==> src/ttc_pkg.sv <==
// Constants shared by the triple timer control and status logic
package ttc_pkg;
	localparam int TIMERS = 3;
	// Register select codes
	localparam logic [2:0] RS_CTRL13 = 3'h0;
	localparam logic [2:0] RS_CTRL2_STATUS = 3'h1;
	localparam int RS_ODD_POS = 0;
	// Common control bit positions
	localparam int BIT_UNIQUE = 0;
	localparam int BIT_CLOCK_SOURCE = 1;
	localparam int BIT_BYTE_MODE = 2;
	localparam int BIT_MEASURE_MODE = 3;
	localparam int BIT_INIT_SELECT = 4;
	localparam int BIT_ONESHOT_POLARITY = 5;
	localparam int BIT_IRQ_MASK = 6;
	localparam int BIT_OUT_ENABLE = 7;
	localparam int STATUS_COMPOSITE_POS = 7;
	// Reset values
	localparam logic [7:0] CTRL_RESET = 8'h00;
	localparam logic [7:0] CTRL1_RESET = 8'h01;
	localparam logic [15:0] LATCH_MAX = 16'hffff;
	localparam logic [7:0] BYTE_ZERO = 8'h00;
	localparam logic [3:0] STATUS_UNUSED = 4'h0;
	// Divide-by-eight prescaler on timer three
	localparam logic [2:0] PRESCALE_LAST = 3'h7;
	localparam logic [2:0] PRESCALE_START = 3'h0;
	localparam int PRESCALED_TIMER = 2;
endpackage : ttc_pkg

==> src/ttc_count_chan.sv <==
// Sixteen-bit down counter with dual-byte mode and recycle
`timescale 1ns/1ns
module ttc_count_chan
	import ttc_pkg::*;
(
	input wire logic clock,
	input wire logic sys_rst,
	input wire logic load,
	input wire logic tick,
	input wire logic byteMode,
	input wire logic [15:0] latchVal,
	output logic [15:0] count_q,
	output logic timeOut
);
	// Time-out is the tick that finds the counter at zero
	assign timeOut = tick & ~load & (count_q == '0);

	always_ff @(posedge clock)
	begin
		if (sys_rst)
			count_q <= LATCH_MAX;
		else if (load)
			count_q <= latchVal;
		else if (tick)
		begin
			if (count_q == '0)
				count_q <= latchVal;
			else if (byteMode && count_q[7:0] == BYTE_ZERO)
				count_q <= {count_q[15:8] - 8'h01, latchVal[7:0]};
			else if (byteMode)
				count_q <= {count_q[15:8], count_q[7:0] - 8'h01};
			else
				count_q <= count_q - 16'h0001;
		end
	end
endmodule : ttc_count_chan

==> src/ttc_sync.sv <==
// Two-stage synchroniser for asynchronous pin inputs
`timescale 1ns/1ns
module ttc_sync #(
	parameter int WIDTH = 1
) (
	input wire logic clock,
	input wire logic sys_rst,
	input wire logic [WIDTH-1:0] asyncIn,
	output logic [WIDTH-1:0] syncOut
);
	logic [WIDTH-1:0] stage1_q;

	always_ff @(posedge clock)
	begin
		if (sys_rst)
		begin
			stage1_q <= '0;
			syncOut <= '0;
		end
		else
		begin
			stage1_q <= asyncIn;
			syncOut <= stage1_q;
		end
	end
endmodule : ttc_sync

==> src/ttc_timer_ctrl.sv <==
// Three-channel timer: bus registers, flags, counter control
// Operation
// - bit0 unique per register, bits1-7 per-timer
// - bit1 picks internal or external clock
// - word mode times out after N+1 ticks
// - byte mode times out after (L+1)(M+1)
// - bit6 masks interrupt, bit7 enables output
// - status read-only, bits three-six read zero
// - bits0-2 flags, bit7 masked composite
// - any timer reset clears every flag
// - counter read clears only status-seen flags
// - latch write or init clears own flag
// - one high-byte holding register, three addresses
// - latch write merges holding byte and data
// - external reset loads latches with maximum
// - internal reset leaves latches untouched
// - init copies latch, clears flag, on resets
// - gate fall or reset inits; latch if bits3-4=0
// - bits3-5 select the four operating modes
// - pulse-width bit5 picks shorter or longer
// - tick at zero reloads counter from latch
// - code 000 write banks on control two bit0
// - even codes holding/high, odd latch/low
// - internal reset presets, stops, clears outputs
// - control three bit0 adds divide-by-eight
`timescale 1ns/1ns
module ttc_timer_ctrl
	import ttc_pkg::*;
(
	input wire logic clock,
	input wire logic sys_rst,
	input wire logic busEnable,
	input wire logic chipSelect0N,
	input wire logic chipSelect1,
	input wire logic readNotWrite,
	input wire logic [2:0] regSelect,
	input wire logic [7:0] dataIn,
	output logic [7:0] dataOut,
	output logic dataOeN,
	input wire logic irqIn,
	output logic irqOut,
	output logic irqOeN,
	input wire logic extResetN,
	input wire logic [2:0] clockPin,
	input wire logic [2:0] gatePin,
	output logic [2:0] timerOut
);
	// Timer index addressed by an even/odd code pair
	function automatic logic [1:0] timerOf(input logic [2:0] rs);
		timerOf = rs[2:1] - 2'h1;
	endfunction : timerOf

	// True for codes 010 through 111
	function automatic logic isTimerCode(input logic [2:0] rs);
		isTimerCode = (rs[2:1] != 2'h0);
	endfunction : isTimerCode

	logic resetS;
	logic [2:0] clockS;
	logic [2:0] gateS;
	logic [2:0] clockPrev_q;
	logic [2:0] gatePrev_q;
	logic [2:0] clockFall;
	logic [2:0] gateFall;
	logic [2:0] gateRise;
	logic hardReset;
	logic internalResetBit;
	logic [7:0] ctrl_q [TIMERS];
	logic [15:0] latch_q [TIMERS];
	logic [15:0] latch_d [TIMERS];
	logic [15:0] count_q [TIMERS];
	logic [7:0] holdByte_q;
	logic [7:0] lsbBuffer_q;
	logic [2:0] flag_q;
	logic [2:0] flag_d;
	logic [2:0] statusThenCounterRead_q;
	logic [2:0] timedOutSinceInit_q;
	logic [2:0] out_q;
	logic [2:0] prescale_q;
	logic access;
	logic wr;
	logic rd;
	logic [1:0] tmr;
	logic ctrlWr1;
	logic ctrlWr2;
	logic ctrlWr3;
	logic holdWr;
	logic statusRd;
	logic [2:0] latchWr;
	logic [2:0] counterRd;
	logic [2:0] counterLoadEvent;
	logic [2:0] tick;
	logic [2:0] timeOut;
	logic [2:0] srcTick;
	logic composite;
	logic [7:0] statusByte;

	ttc_sync #(.WIDTH(7)) uSync (
		.clock(clock),
		.sys_rst(sys_rst),
		.asyncIn({extResetN, gatePin, clockPin}),
		.syncOut({resetS, gateS, clockS})
	);

	always_ff @(posedge clock)
	begin
		if (sys_rst)
		begin
			clockPrev_q <= '0;
			gatePrev_q <= '0;
		end
		else
		begin
			clockPrev_q <= clockS;
			gatePrev_q <= gateS;
		end
	end

	assign clockFall = clockPrev_q & ~clockS;
	assign gateFall = gatePrev_q & ~gateS;
	assign gateRise = ~gatePrev_q & gateS;
	assign hardReset = sys_rst | ~resetS;
	assign internalResetBit = ctrl_q[0][BIT_UNIQUE];

	// Bus decode
	assign access = busEnable & ~chipSelect0N & chipSelect1;
	assign wr = access & ~readNotWrite;
	assign rd = access & readNotWrite;
	assign tmr = timerOf(regSelect);
	assign ctrlWr1 = wr && regSelect == RS_CTRL13 && ctrl_q[1][BIT_UNIQUE];
	assign ctrlWr3 = wr && regSelect == RS_CTRL13 && !ctrl_q[1][BIT_UNIQUE];
	assign ctrlWr2 = wr && regSelect == RS_CTRL2_STATUS;
	assign holdWr = wr && !regSelect[RS_ODD_POS] && isTimerCode(regSelect);
	assign statusRd = rd && regSelect == RS_CTRL2_STATUS;

	always_comb
	begin
		for (int i = 0; i < TIMERS; i++)
		begin
			latchWr[i] = wr && regSelect[RS_ODD_POS] && isTimerCode(regSelect)
				&& tmr == 2'(i);
			counterRd[i] = rd && !regSelect[RS_ODD_POS] && isTimerCode(regSelect)
				&& tmr == 2'(i);
		end
	end

	// Control registers
	always_ff @(posedge clock)
	begin
		if (hardReset)
		begin
			ctrl_q[0] <= CTRL1_RESET;
			ctrl_q[1] <= CTRL_RESET;
			ctrl_q[2] <= CTRL_RESET;
		end
		else
		begin
			if (ctrlWr1)
				ctrl_q[0] <= dataIn;
			if (ctrlWr2)
				ctrl_q[1] <= dataIn;
			if (ctrlWr3)
				ctrl_q[2] <= dataIn;
		end
	end

	// Holding register and latches
	always_ff @(posedge clock)
	begin
		if (hardReset)
			holdByte_q <= BYTE_ZERO;
		else if (holdWr)
			holdByte_q <= dataIn;
	end

	always_comb
	begin
		for (int i = 0; i < TIMERS; i++)
		begin
			if (hardReset)
				latch_d[i] = LATCH_MAX;
			else if (latchWr[i])
				latch_d[i] = {holdByte_q, dataIn};
			else
				latch_d[i] = latch_q[i];
		end
	end

	always_ff @(posedge clock)
	begin
		for (int i = 0; i < TIMERS; i++)
			latch_q[i] <= latch_d[i];
	end

	// Per-timer clocking, prescaler and counter load
	always_comb
	begin
		for (int i = 0; i < TIMERS; i++)
		begin
			srcTick[i] = ctrl_q[i][BIT_CLOCK_SOURCE] ? 1'b1 : clockFall[i];
			if (i == PRESCALED_TIMER && ctrl_q[i][BIT_UNIQUE])
				srcTick[i] = srcTick[i] && prescale_q == PRESCALE_LAST;
			tick[i] = srcTick[i] & ~gateS[i] & ~hardReset & ~internalResetBit;
			counterLoadEvent[i] = hardReset | internalResetBit | gateFall[i]
				| (latchWr[i] & ~ctrl_q[i][BIT_INIT_SELECT]
				& ~ctrl_q[i][BIT_MEASURE_MODE]);
		end
	end

	always_ff @(posedge clock)
	begin
		if (hardReset || internalResetBit || !ctrl_q[PRESCALED_TIMER][BIT_UNIQUE])
			prescale_q <= PRESCALE_START;
		else if (ctrl_q[PRESCALED_TIMER][BIT_CLOCK_SOURCE] || clockFall[PRESCALED_TIMER])
			prescale_q <= prescale_q + 3'h1;
	end

	genvar g;
	generate
		for (g = 0; g < TIMERS; g++)
		begin : gChan
			ttc_count_chan uChan (
				.clock(clock),
				.sys_rst(sys_rst),
				.load(counterLoadEvent[g]),
				.tick(tick[g]),
				.byteMode(ctrl_q[g][BIT_BYTE_MODE]),
				.latchVal(latch_d[g]),
				.count_q(count_q[g]),
				.timeOut(timeOut[g])
			);
		end
	endgenerate

	// Flag set and clear; a set in the clearing cycle wins
	always_comb
	begin
		for (int i = 0; i < TIMERS; i++)
		begin
			logic setF;
			logic clrF;
			logic pol;
			setF = 1'b0;
			clrF = 1'b0;
			pol = ctrl_q[i][BIT_ONESHOT_POLARITY];
			if (!ctrl_q[i][BIT_MEASURE_MODE])
				setF = timeOut[i];
			else if (!ctrl_q[i][BIT_INIT_SELECT])
				setF = gateFall[i] && (pol ? timedOutSinceInit_q[i]
					: !timedOutSinceInit_q[i]);
			else if (pol)
				setF = timeOut[i] && !gateS[i];
			else
				setF = gateRise[i] && !timedOutSinceInit_q[i];
			setF = setF & ~hardReset & ~internalResetBit;
			clrF = counterLoadEvent[i] | latchWr[i]
				| (counterRd[i] & statusThenCounterRead_q[i]);
			flag_d[i] = setF | (flag_q[i] & ~clrF);
		end
	end

	always_ff @(posedge clock)
	begin
		if (sys_rst)
			flag_q <= '0;
		else
			flag_q <= flag_d;
	end

	// Status seen while set arms the counter-read clear
	always_ff @(posedge clock)
	begin
		if (sys_rst)
			statusThenCounterRead_q <= '0;
		else
			statusThenCounterRead_q <= ({3{statusRd}} & flag_q)
				| (statusThenCounterRead_q & flag_d);
	end

	always_ff @(posedge clock)
	begin
		if (sys_rst)
			timedOutSinceInit_q <= '0;
		else
			timedOutSinceInit_q <= timeOut | (timedOutSinceInit_q & ~counterLoadEvent);
	end

	// Timer outputs
	always_ff @(posedge clock)
	begin
		for (int i = 0; i < TIMERS; i++)
		begin
			if (hardReset || internalResetBit || !ctrl_q[i][BIT_OUT_ENABLE])
				out_q[i] <= 1'b0;
			else if (!ctrl_q[i][BIT_MEASURE_MODE] && ctrl_q[i][BIT_ONESHOT_POLARITY])
			begin
				if (counterLoadEvent[i])
					out_q[i] <= 1'b1;
				else if (timeOut[i])
					out_q[i] <= 1'b0;
			end
			else if (ctrl_q[i][BIT_BYTE_MODE])
				out_q[i] <= count_q[i][15:8] == BYTE_ZERO;
			else if (timeOut[i])
				out_q[i] <= ~out_q[i];
		end
	end

	assign timerOut = out_q;

	// Status and interrupt
	assign composite = |(flag_q & {ctrl_q[2][BIT_IRQ_MASK], ctrl_q[1][BIT_IRQ_MASK],
		ctrl_q[0][BIT_IRQ_MASK]});
	assign statusByte = {composite, STATUS_UNUSED, flag_q};
	assign irqOut = 1'b0;
	assign irqOeN = ~composite;

	// Read path
	always_ff @(posedge clock)
	begin
		if (sys_rst)
		begin
			dataOut <= BYTE_ZERO;
			dataOeN <= 1'b1;
			lsbBuffer_q <= BYTE_ZERO;
		end
		else
		begin
			dataOeN <= ~(rd && regSelect != RS_CTRL13);
			if (statusRd)
				dataOut <= statusByte;
			else if (rd && isTimerCode(regSelect) && !regSelect[RS_ODD_POS])
			begin
				dataOut <= count_q[tmr][15:8];
				lsbBuffer_q <= count_q[tmr][7:0];
			end
			else if (rd && isTimerCode(regSelect))
				dataOut <= lsbBuffer_q;
		end
	end
endmodule : ttc_timer_ctrl

==> config.mk <==
export PLATFORM = sky130hd
export DESIGN_NAME = ttc_timer_ctrl
export DESIGN_NICKNAME = d
export VERILOG_FILES = /design/src/ttc_pkg.sv /design/src/ttc_count_chan.sv /design/src/ttc_sync.sv /design/src/ttc_timer_ctrl.sv
export SDC_FILE = /design/constraint.sdc
export NUM_CORES = 1
export LEC_CHECK = 0
export ABC_AREA = 1
export BUFFER_PORTS_ARGS = -buffer_cell sky130_fd_sc_hd__buf_2
export CORE_ASPECT_RATIO = 0.8
export CORE_MARGIN = 1.5
export CORE_UTILIZATION = 45
export CTS_BUF_LIST = sky130_fd_sc_hd__clkbuf_4 sky130_fd_sc_hd__clkbuf_8
export CTS_CLUSTER_SIZE = 12
export DETAILED_ROUTE_END_ITERATION = 7
export SYNTH_ARGS = -nofsm -noshare
export SYNTH_HDL_FRONTEND = slang
export SYNTH_HIERARCHICAL = 1
export SYNTH_SLANG_ARGS = --single-unit
==> constraint.sdc <==
create_clock -name clock -period 4.1 [get_ports clock]
set_clock_uncertainty 0.05 [all_clocks]
set_input_delay 0.205 -clock clock [delete_from_list [all_inputs] [get_ports clock]]
set_output_delay 0.205 -clock clock [all_outputs]
set_load 0.05 [all_outputs]
==> results of run 1 <==
power breakdown:
group	leakage [nW]	internal [mW]	total [mW]	switching [mW]
Combinational	3.38	0.0537	0.186	0.132
Clock	0.223	0.506	1.36	0.854
Sequential	1.55	1.80	1.81	0.00929
kinds of logic (layout without fill, tap and decap cells):
logic type | Yosys count | after routing
simple gates | 770 | 770
compound gates | 250 | 250
buf+inv | 205 | 257
flops | 180 | 180
xor+xnor | 24 | 24
fa+ha+maj | 15 | 15
other cells | 1 | 1
cell usage in the layout, fill, tap and decap left out, drive strengths merged, types with 2 or more instances in the layout:
cell,instances
a21oi,121
a31oi,4
and2,2
buf,42
clkbuf,17
clkinv,6
dfxtp,156
dlygate4sd3,15
edfxtp,24
ha,15
inv,177
nand2,379
nand3,128
nand4,6
nor2,243
nor3,9
o211ai,18
o21ai,97
o21bai,8
or2,2
xnor2,6
xor2,18
cell type report:
type | instances | area [um^2]
tap | 300 | 375.4
multi-input combinational | 1060 | 5264
fill | 2222 | 10730
timing repair buffer | 57 | 375.4
clock buffer | 17 | 234.0
inverter | 168 | 638.1
clock inverter | 15 | 220.2
sequential | 180 | 3844
worst paths after layout:
kind                                         from                          to  slack [ps]  cells after the start
worst max-delay path             uSync/syncOut[6]   gChan[0].uChan/count_q[8]        1400                     11
worst min-delay path                      sys_rst  statusThenCounterRead_q[0]          50                      4
worst max register to register   uSync/syncOut[6]   gChan[0].uChan/count_q[8]        1400                     11
worst min register to register  uSync/stage1_q[2]            uSync/syncOut[2]         360                      2
metal layers:
layer  routed length [um]  global-route usage [%]
met1                14610                   37.93
met2                12320                   39.67
met3                 1529                   4.396
met4                  543                   7.276
met5                    0                       0
tightest hold or removal path, stage by stage:
cell and delay (ps):
buf_2 130, clkinv_4 110, nand2_1 70, nand2_1 50
per-stage QoR:
step	hold WS, ps	std cells	power (mW)	utilization (%)
floorplan	226.2	1445	1.956	-
global placement	339.8	1750	2.019	47.72
detailed placement	346.8	1750	2.020	47.72
CTS	40.05	1797	3.381	50.51
global route	53.84	1797	3.465	50.51
finish	53.71	1797	3.352	50.51
state kept, by name, indices dropped and copies added (netlist names):
register,cells
gChan.uChan/count_q,48
prescale_q,3
uSync/stage1_q,7
ctrl_q,24
dataOut,8
timedOutSinceInit_q,3
dataOeN,1
statusThenCounterRead_q,3
lsbBuffer_q,8
flag_q,3
gatePrev_q,3
clockPrev_q,3
holdByte_q,8
latch_q,48
uSync/syncOut,7
timerOut,3
timing repair:
action	4_1_cts	5_1_grt
hold buffers	15	0
setup endpoints to repair	0	0
hold endpoints to repair	15	0
==> metrics.txt, run 1 <==
status=completed; RSZ-0062 raised after global routing=false; largest net degree at the start of global routing=~70; global route total overflow=0; # DRC=0; Synth Flop Type=dfxtp_1; Setup CP Type=reg2reg; synthesized area=9980 um^2; setup TNS=0 ps; mux contribution to synthesized area=0%; Largest stage delay, worst path=490 ps; Req. time, crit path=4430 ps; synth cell count leaders=nand2_1 (357), nor2_1 (215), dfxtp_1 (156); Max Cap Violations=0; max-slew violation count=0; top-count cell post-synth=nand2_1; die width=169.5 um; post-DP HPWL=about 21000 um; synthesized area per cell=between 6 and 7 um^2; Worst-Skew Late Latency=~500 ps; fraction of the mapped netlist area in adder cells=1.881%; Rel. slew slack=38.84%; crit-path max FO=34; Port Buffers=36; drt wl/cell=roughly 16 um; Starting Density=46.03%; clk slew on worst S/H paths=between 100 and 150 ps; pre-CTS setup slack=between 900 and 1000 ps; vias in the first global route=~8400; Post-CTS Setup Inserts=0; TritonRoute pass-1 iters=5; async set-reset flop share out of synthesis=0%; number of routed nets with antenna violations=0; io pins=39; Hold Crit Class=in2reg; largest family of logic cells by synthesized area=simple AND/OR/NAND/NOR gates; crit path buf inv count=2; n_diodes=0; Syn. warnings=6; total wire length=between 20000 and 30000 um; TritonCTS clock tree=done; Max clock buf depth=2; Synth Area in Compound Gates=13.85%; most frequent CP cell=nand2_1; Area Overhead vs Synth=9.729%; Post-CTS Resized=0; antenna violations before repair=0; CP Data Arrival Time=roughly 3000 ps; share of cells above drive strength 1=between 10% and 20%; DIE AREA=23080 um^2; Setup-failing EPs final=0; top-area cell type share of the netlist area=between 30% and 40%; CP top delay family=simple AND/OR/NAND/NOR gates; Leakage=between 5 and 6 nW; Mapped Nets=around 1500; type of origin of the critical path=flop; first-pass GRT wire length=46260 um; # rows=48; Placement Cell Area=10350 um^2; fmax=around 370 MHz; Final nets=about 1500; final worst slack=between 1000 and 1500 ps; post-layout min period=2700 ps; H-tree levels=4; Power Dens Cells=306.1 nW/um^2; crit end category=flop; simple logic cell fraction of the synthesized area=between 30% and 40%; routed via count=~9000; GPL Wtd Cong=a little over 0.9; CTS root buf=clkbuf_8; Sink Count=180; fin crit share=between 60% and 70%; DRT iter0 DRCs=approximately 800; Unique masters post-synth=43; post-synthesis sequential area ratio=38.52%; Die Y=136.2 um; Post-synth EDFFs=24; via/cell ratio=just over 5; Yosys reg bits=180; Synth Area in XOR/XNOR=~2.1%; design area=10950 um^2; Final Hold Violating Endpoints=0; Least-Margin Pin Slew=about 920 ps; gr usage total=26.08%; Peak VDD IR=around 0.23 mV; largest area contributor in the netlist=dfxtp_1; crit path cell chain=nand2_4 > nor2_8 > inv_2 > nor3_1 > nor2_2 > inv_2 > o21ai_2 > a21oi_1 > nand2_1 > nand2_1 > nand2_1; CP max-delay cell=nor3_1; Syn Inst Count=around 1400; most area-consuming cells after synthesis=dfxtp_1 (31%), nand2_1 (13%), nor2_1 (8.1%), edfxtp_1 (7.2%), nand3_1 (6.2%); total CTS buffers=17; Core Region=between 20000 and 25000 um^2
(Power assumes the default switching activity.)
==> run 2: changes to the inputs <==
clock period = 2.8 ns   (was 4.1 ns; I/O delays follow)
==> metrics.txt, run 2 (synthesis results as in run 1) <==
type of origin of the critical path=input pin; FILL cells=between 2000 and 2500; H-tree levels=4; Final nets=1539; Die Y=around 140 um; crit end category=flop; crit path cell chain=dlygate4sd3_1 > buf_2 > clkinv_4 > nand2_4 > nor2_8 > inv_2 > a2111oi_0 > buf_4 > nand2_1 > nor2_1 > inv_1 > nor3_1 > o21bai_1 > a21oi_1 > a21oi_1; Starting Density=between 40 and 50%; commonest non-fill, non-tap cells in the layout=nand2_1 (357), nor2_1 (215), dfxtp_1 (156), inv_1 (145), nand3_1 (124); # rows=48; routed via count=9242; GPL Wtd Cong=slightly below 0.9; Max clock buf depth=2; max-slew violation count=0; DRT iter0 DRCs=~790; TritonRoute pass-1 iters=6; clk slew on worst S/H paths=110 ps; vias in the first global route=slightly above 8000; # DRC=0; setup TNS=0 ps; post-layout min period=approximately 2500 ps; Peak VDD IR=between 0.2 and 0.3 mV; global route total overflow=0; io pins=39; drt wl/cell=approximately 16 um; Setup CP Type=in2reg; status=completed; n_diodes=0; Area Overhead vs Synth=10.77%; Hold Crit Class=in2reg; Port Buffers=36; DIE AREA=around 23000 um^2; number of routed nets with antenna violations=0; share of cells above drive strength 1=between 10% and 20%; Largest stage delay, worst path=approximately 530 ps; Sink Count=180; Post-CTS Setup Inserts=0; gr usage total=between 20% and 30%; Max Cap Violations=0; fin crit share=between 80% and 90%; post-DP HPWL=21220 um; Core Region=around 22000 um^2; first-pass GRT wire length=45580 um; Rel. slew slack=about two fifths; RSZ-0062 raised after global routing=false; largest registers=gChan.uChan/count_q x48, latch_q x48, ctrl_q x24; total CTS buffers=17; die width=around 170 um; antenna violations before repair=0; total wire length=between 20000 and 30000 um; Req. time, crit path=approximately 3200 ps; Design Power=4.814 mW; most frequent CP cell=a21oi_1; fmax=just over 400 MHz; TritonCTS clock tree=done; CP max-delay cell=dlygate4sd3_1; largest net degree at the start of global routing=72; CTS root buf=clkbuf_8; Setup-failing EPs final=0; Power Dens Cells=435.5 nW/um^2; Least-Margin Pin Slew=879.0 ps; commonest non-fill, non-tap cell in the layout=nand2_1; crit-path max FO=9; Final Hold Violating Endpoints=0; CP Data Arrival Time=around 2800 ps; Leakage=around 5.2 nW; Worst-Skew Late Latency=roughly 500 ps; via/cell ratio=5.100
-- run 2: what timing repair did --
action | in CTS | in global routing
hold buffers | 17 | 0
endpoints found under the hold margin | 19 | 0
gates resized for setup | 0 | 0
-- run 2: area by class of cell --
type / instances / area, um^2 / area share (%)
repair buffers: 72 / 505.5 / 4.573
clock inverters: 15 / 195.2 / 1.766
multi-input cells: 1060 / 5263 / 47.61
clock buffers: 17 / 234.0 / 2.117
well taps: 300 / 375.4 / 3.396
flip-flops and latches: 180 / 3844 / 34.77
inverters: 168 / 638.1 / 5.772
-- run 2: path summary, 6_finish.rpt --
check                           depth (start not counted)                to  slack, ps         startpoint
worst max-delay path                                   15       timerOut[2]        330            sys_rst
worst min-delay path                                    5           dataOeN         60       chipSelect0N
worst max register to register                         11       timerOut[2]        350       ctrl_q[0][0]
worst min register to register                          2  uSync/syncOut[6]        360  uSync/stage1_q[6]
-- run 2: through the flow --
stage	worst slack, ps	area (um^2)	util, %	std cells	hold slack, ps
2_1_floorplan	669.9	9980	-	1445	161.2
3_3_place_gp	403.7	10460	48.22	1763	288.2
3_5_place_dp	390.9	10460	48.22	1763	298.1
4_1_cts	356.8	11050	50.99	1812	31.13
5_1_grt	233.0	11050	50.99	1812	57.07
6_report	331.4	11050	50.99	1812	57.39
-- run 2: routing by layer --
layer | vias up | wire, um | track usage (%) | part of all wire, %
met5 | - | 0 | 0 | 0
met4 | 0 | 418 | 6.441 | 1.5
met3 | 35 | 1696 | 4.716 | 5.9
met2 | 239 | 12170 | 38.45 | 43
met1 | 4204 | 14270 | 38.22 | 50
li1 | 4764 | - | - | -
-- run 2: report_power, final --
group / leakage (nW) / internal, mW / total (mW) / switching, mW
Sequential: 1.55 / 2.63 / 2.64 / 0.0129
Clock: 0.211 / 0.707 / 1.89 / 1.19
Combinational: 3.45 / 0.0842 / 0.275 / 0.191
Total: 5.21 / 3.42 / 4.81 / 1.39
-- run 2: critical path: cells and delay by family --
kind | cells | cell delay (ps)
AOI/OAI and AO/OA | 4 | 740
buffers and inverters | 6 | 1310
and+or+nand+nor | 5 | 650
==> run 3: changes to the inputs <==
HOLD_SLACK_MARGIN = 0.12   (was unset)
PLACE_DENSITY_LB_ADDON = 0.25   (was unset)
TNS_END_PERCENT = 30   (was unset)
==> metrics.txt, run 3 (synthesis results as in run 1) <==
CP max-delay cell=dlygate4sd3_1; Port Buffers=36; TritonRoute pass-1 iters=5; vias in the first global route=8213; routed via count=between 9000 and 10000; H-tree levels=4; DRT iter0 DRCs=between 1000 and 1500; Sink Count=180; Core Region=about 22000 um^2; Flop pwr share=between 50 and 60%; n_diodes=0; total wire length=27750 um; Switching Power=1.254 mW; post-DP HPWL=roughly 21000 um; switching share of power=between 20% and 30%; final core utilization=50.82%; Final nets=roughly 1500; commonest non-fill, non-tap cell in the layout=nand2_1; Max clock buf depth=2; # rows=48; Starting Density=46.03%; DIE AREA=around 23000 um^2; crit end category=flop; Setup CP Type=in2reg; max-slew violation count=0; crit path launch=regSelect[2]; crit-path max FO=15; final worst slack=285.1 ps; io pins=39; commonest non-fill, non-tap cells in the layout=nand2_1 (357), nor2_1 (215), dfxtp_1 (156), inv_1 (145), nand3_1 (124); via/cell ratio=5.169; crit path cell chain=dlygate4sd3_1 > buf_2 > inv_1 > ha_1 > nor2_8 > nand4_4 > o21ai_2 > nor2_2 > inv_2 > o21ai_2 > a21oi_1 > nand2_1 > nand2_1 > nand2_1; clock power share=roughly two fifths; global route total overflow=0; Area Overhead vs Synth=10.41%; number of routed nets with antenna violations=0; Leakage=~5.2 nW; r2r startpoint=ctrl_q[0][0]; TritonCTS clock tree=done; R2R Setup Slk=a little under 400 ps; share of cells above drive strength 1=11.33%; Power Dens Cells=~440 nW/um^2; pre-CTS setup slack=roughly 400 ps; Least-Margin Pin Slew=between 800 and 900 ps; # DRC=0; Setup-failing EPs final=0; die width=between 150 and 200 um; most frequent CP cell=nand2_1; type of origin of the critical path=input pin; Worst-Skew Late Latency=470 ps; first-pass GRT wire length=~44000 um; status=completed; post-layout min period=about 2500 ps; Hold Crit Class=in2reg; Largest stage delay, worst path=about 530 ps; antenna violations before repair=0; gr usage total=roughly 25%; critical path endpoint=gChan[1].uChan/count_q[8]; fmax=slightly below 400 MHz; Placement Cell Area=10400 um^2; design area=about 11000 um^2; Req. time, crit path=3110 ps; CP Data Arrival Time=about 2800 ps; total CTS buffers=17; Peak VDD IR=0.2213 mV; Max Cap Violations=0; FF-to-FF End=gChan[2].uChan/count_q[8]; GPL Wtd Cong=0.9306; Final Hold Violating Endpoints=0; CTS root buf=clkbuf_8; fin crit share=89.82%; Rel. slew slack=a little over two fifths; Comb pwr share=5.6%; Die Y=around 140 um; clk slew on worst S/H paths=about 100 ps; r2r worst-path depth=11; Pint=about 3.6 mW; RSZ-0062 raised after global routing=false; largest registers=gChan.uChan/count_q x48, latch_q x48, ctrl_q x24; largest net degree at the start of global routing=roughly 70; drt wl/cell=15.34 um; setup TNS=0 ps
## run 3: repair_timing
item                                   4_1_cts  5_1_grt
hold buffers                                20        0
setup buffers                                0        0
endpoints found under the hold margin       42        0
gates resized for setup                      0        0
## run 3: worst min-delay path by stage
stage / start / endpoint / slack, ps / cells past startpoint
5_1_grt: chipSelect0N / dataOut[3] / 170 / 6
3_3_place_gp: clockPin[2] / uSync/stage1_q[2] / 290 / 3
2_1_floorplan: sys_rst / uSync/stage1_q[0] / 160 / 1
3_5_place_dp: clockPin[0] / uSync/stage1_q[0] / 300 / 3
4_1_cts: chipSelect0N / dataOut[3] / 130 / 6
6_report: chipSelect0N / dataOut[3] / 150 / 6
## run 3: routing by layer
metal / part of all wire [%] / up-vias / track usage (%) / wire length [um]
met5: 0 / - / 0 / 0
met3: 8.5 / 34 / 5.560 / 2372
li1: - / 4768 / - / -
met2: 41 / 300 / 35.83 / 11370
met4: 1.7 / 0 / 6.735 / 461
met1: 49 / 4248 / 36.80 / 13540
## run 3: power by group through the flow
stage          sequential (mW)  combinational (mW)  clock (mW)
3_3_place_gp              2.70               0.245           0
5_1_grt                   2.65               0.296        2.04
2_1_floorplan             2.71               0.159           0
6_report                  2.64               0.269        1.91
3_5_place_dp              2.70               0.246           0
4_1_cts                   2.64               0.267        1.94
## run 3: area by class of cell
cell class	instances	area, um^2
Clock inverter	13	171.4
Multi-Input combinational cell	1060	5263
Clock buffer	19	249.0
Timing Repair Buffer	69	478.0
Fill cell	2184	10660
Inverter	168	638.1
Tap cell	300	375.4
Sequential cell	180	3844
## run 3: per-stage QoR
stage	cells	power (mW)	hold slack, ps
floorplan	1445	2.864	161.2
global placement	1757	2.948	290.6
detailed placement	1757	2.949	297.1
CTS	1809	4.848	132.3
global route	1809	4.983	171.1
finish	1809	4.820	147.9
## run 3: worst max-delay path, delay by kind of cell
family                   cells  cell delay (ps)
AO/OA/AOI/OAI                3              750
AND/OR/NAND/NOR              6              660
buffers and inverters        4              960
adder cells (fa/ha/maj)      1              290
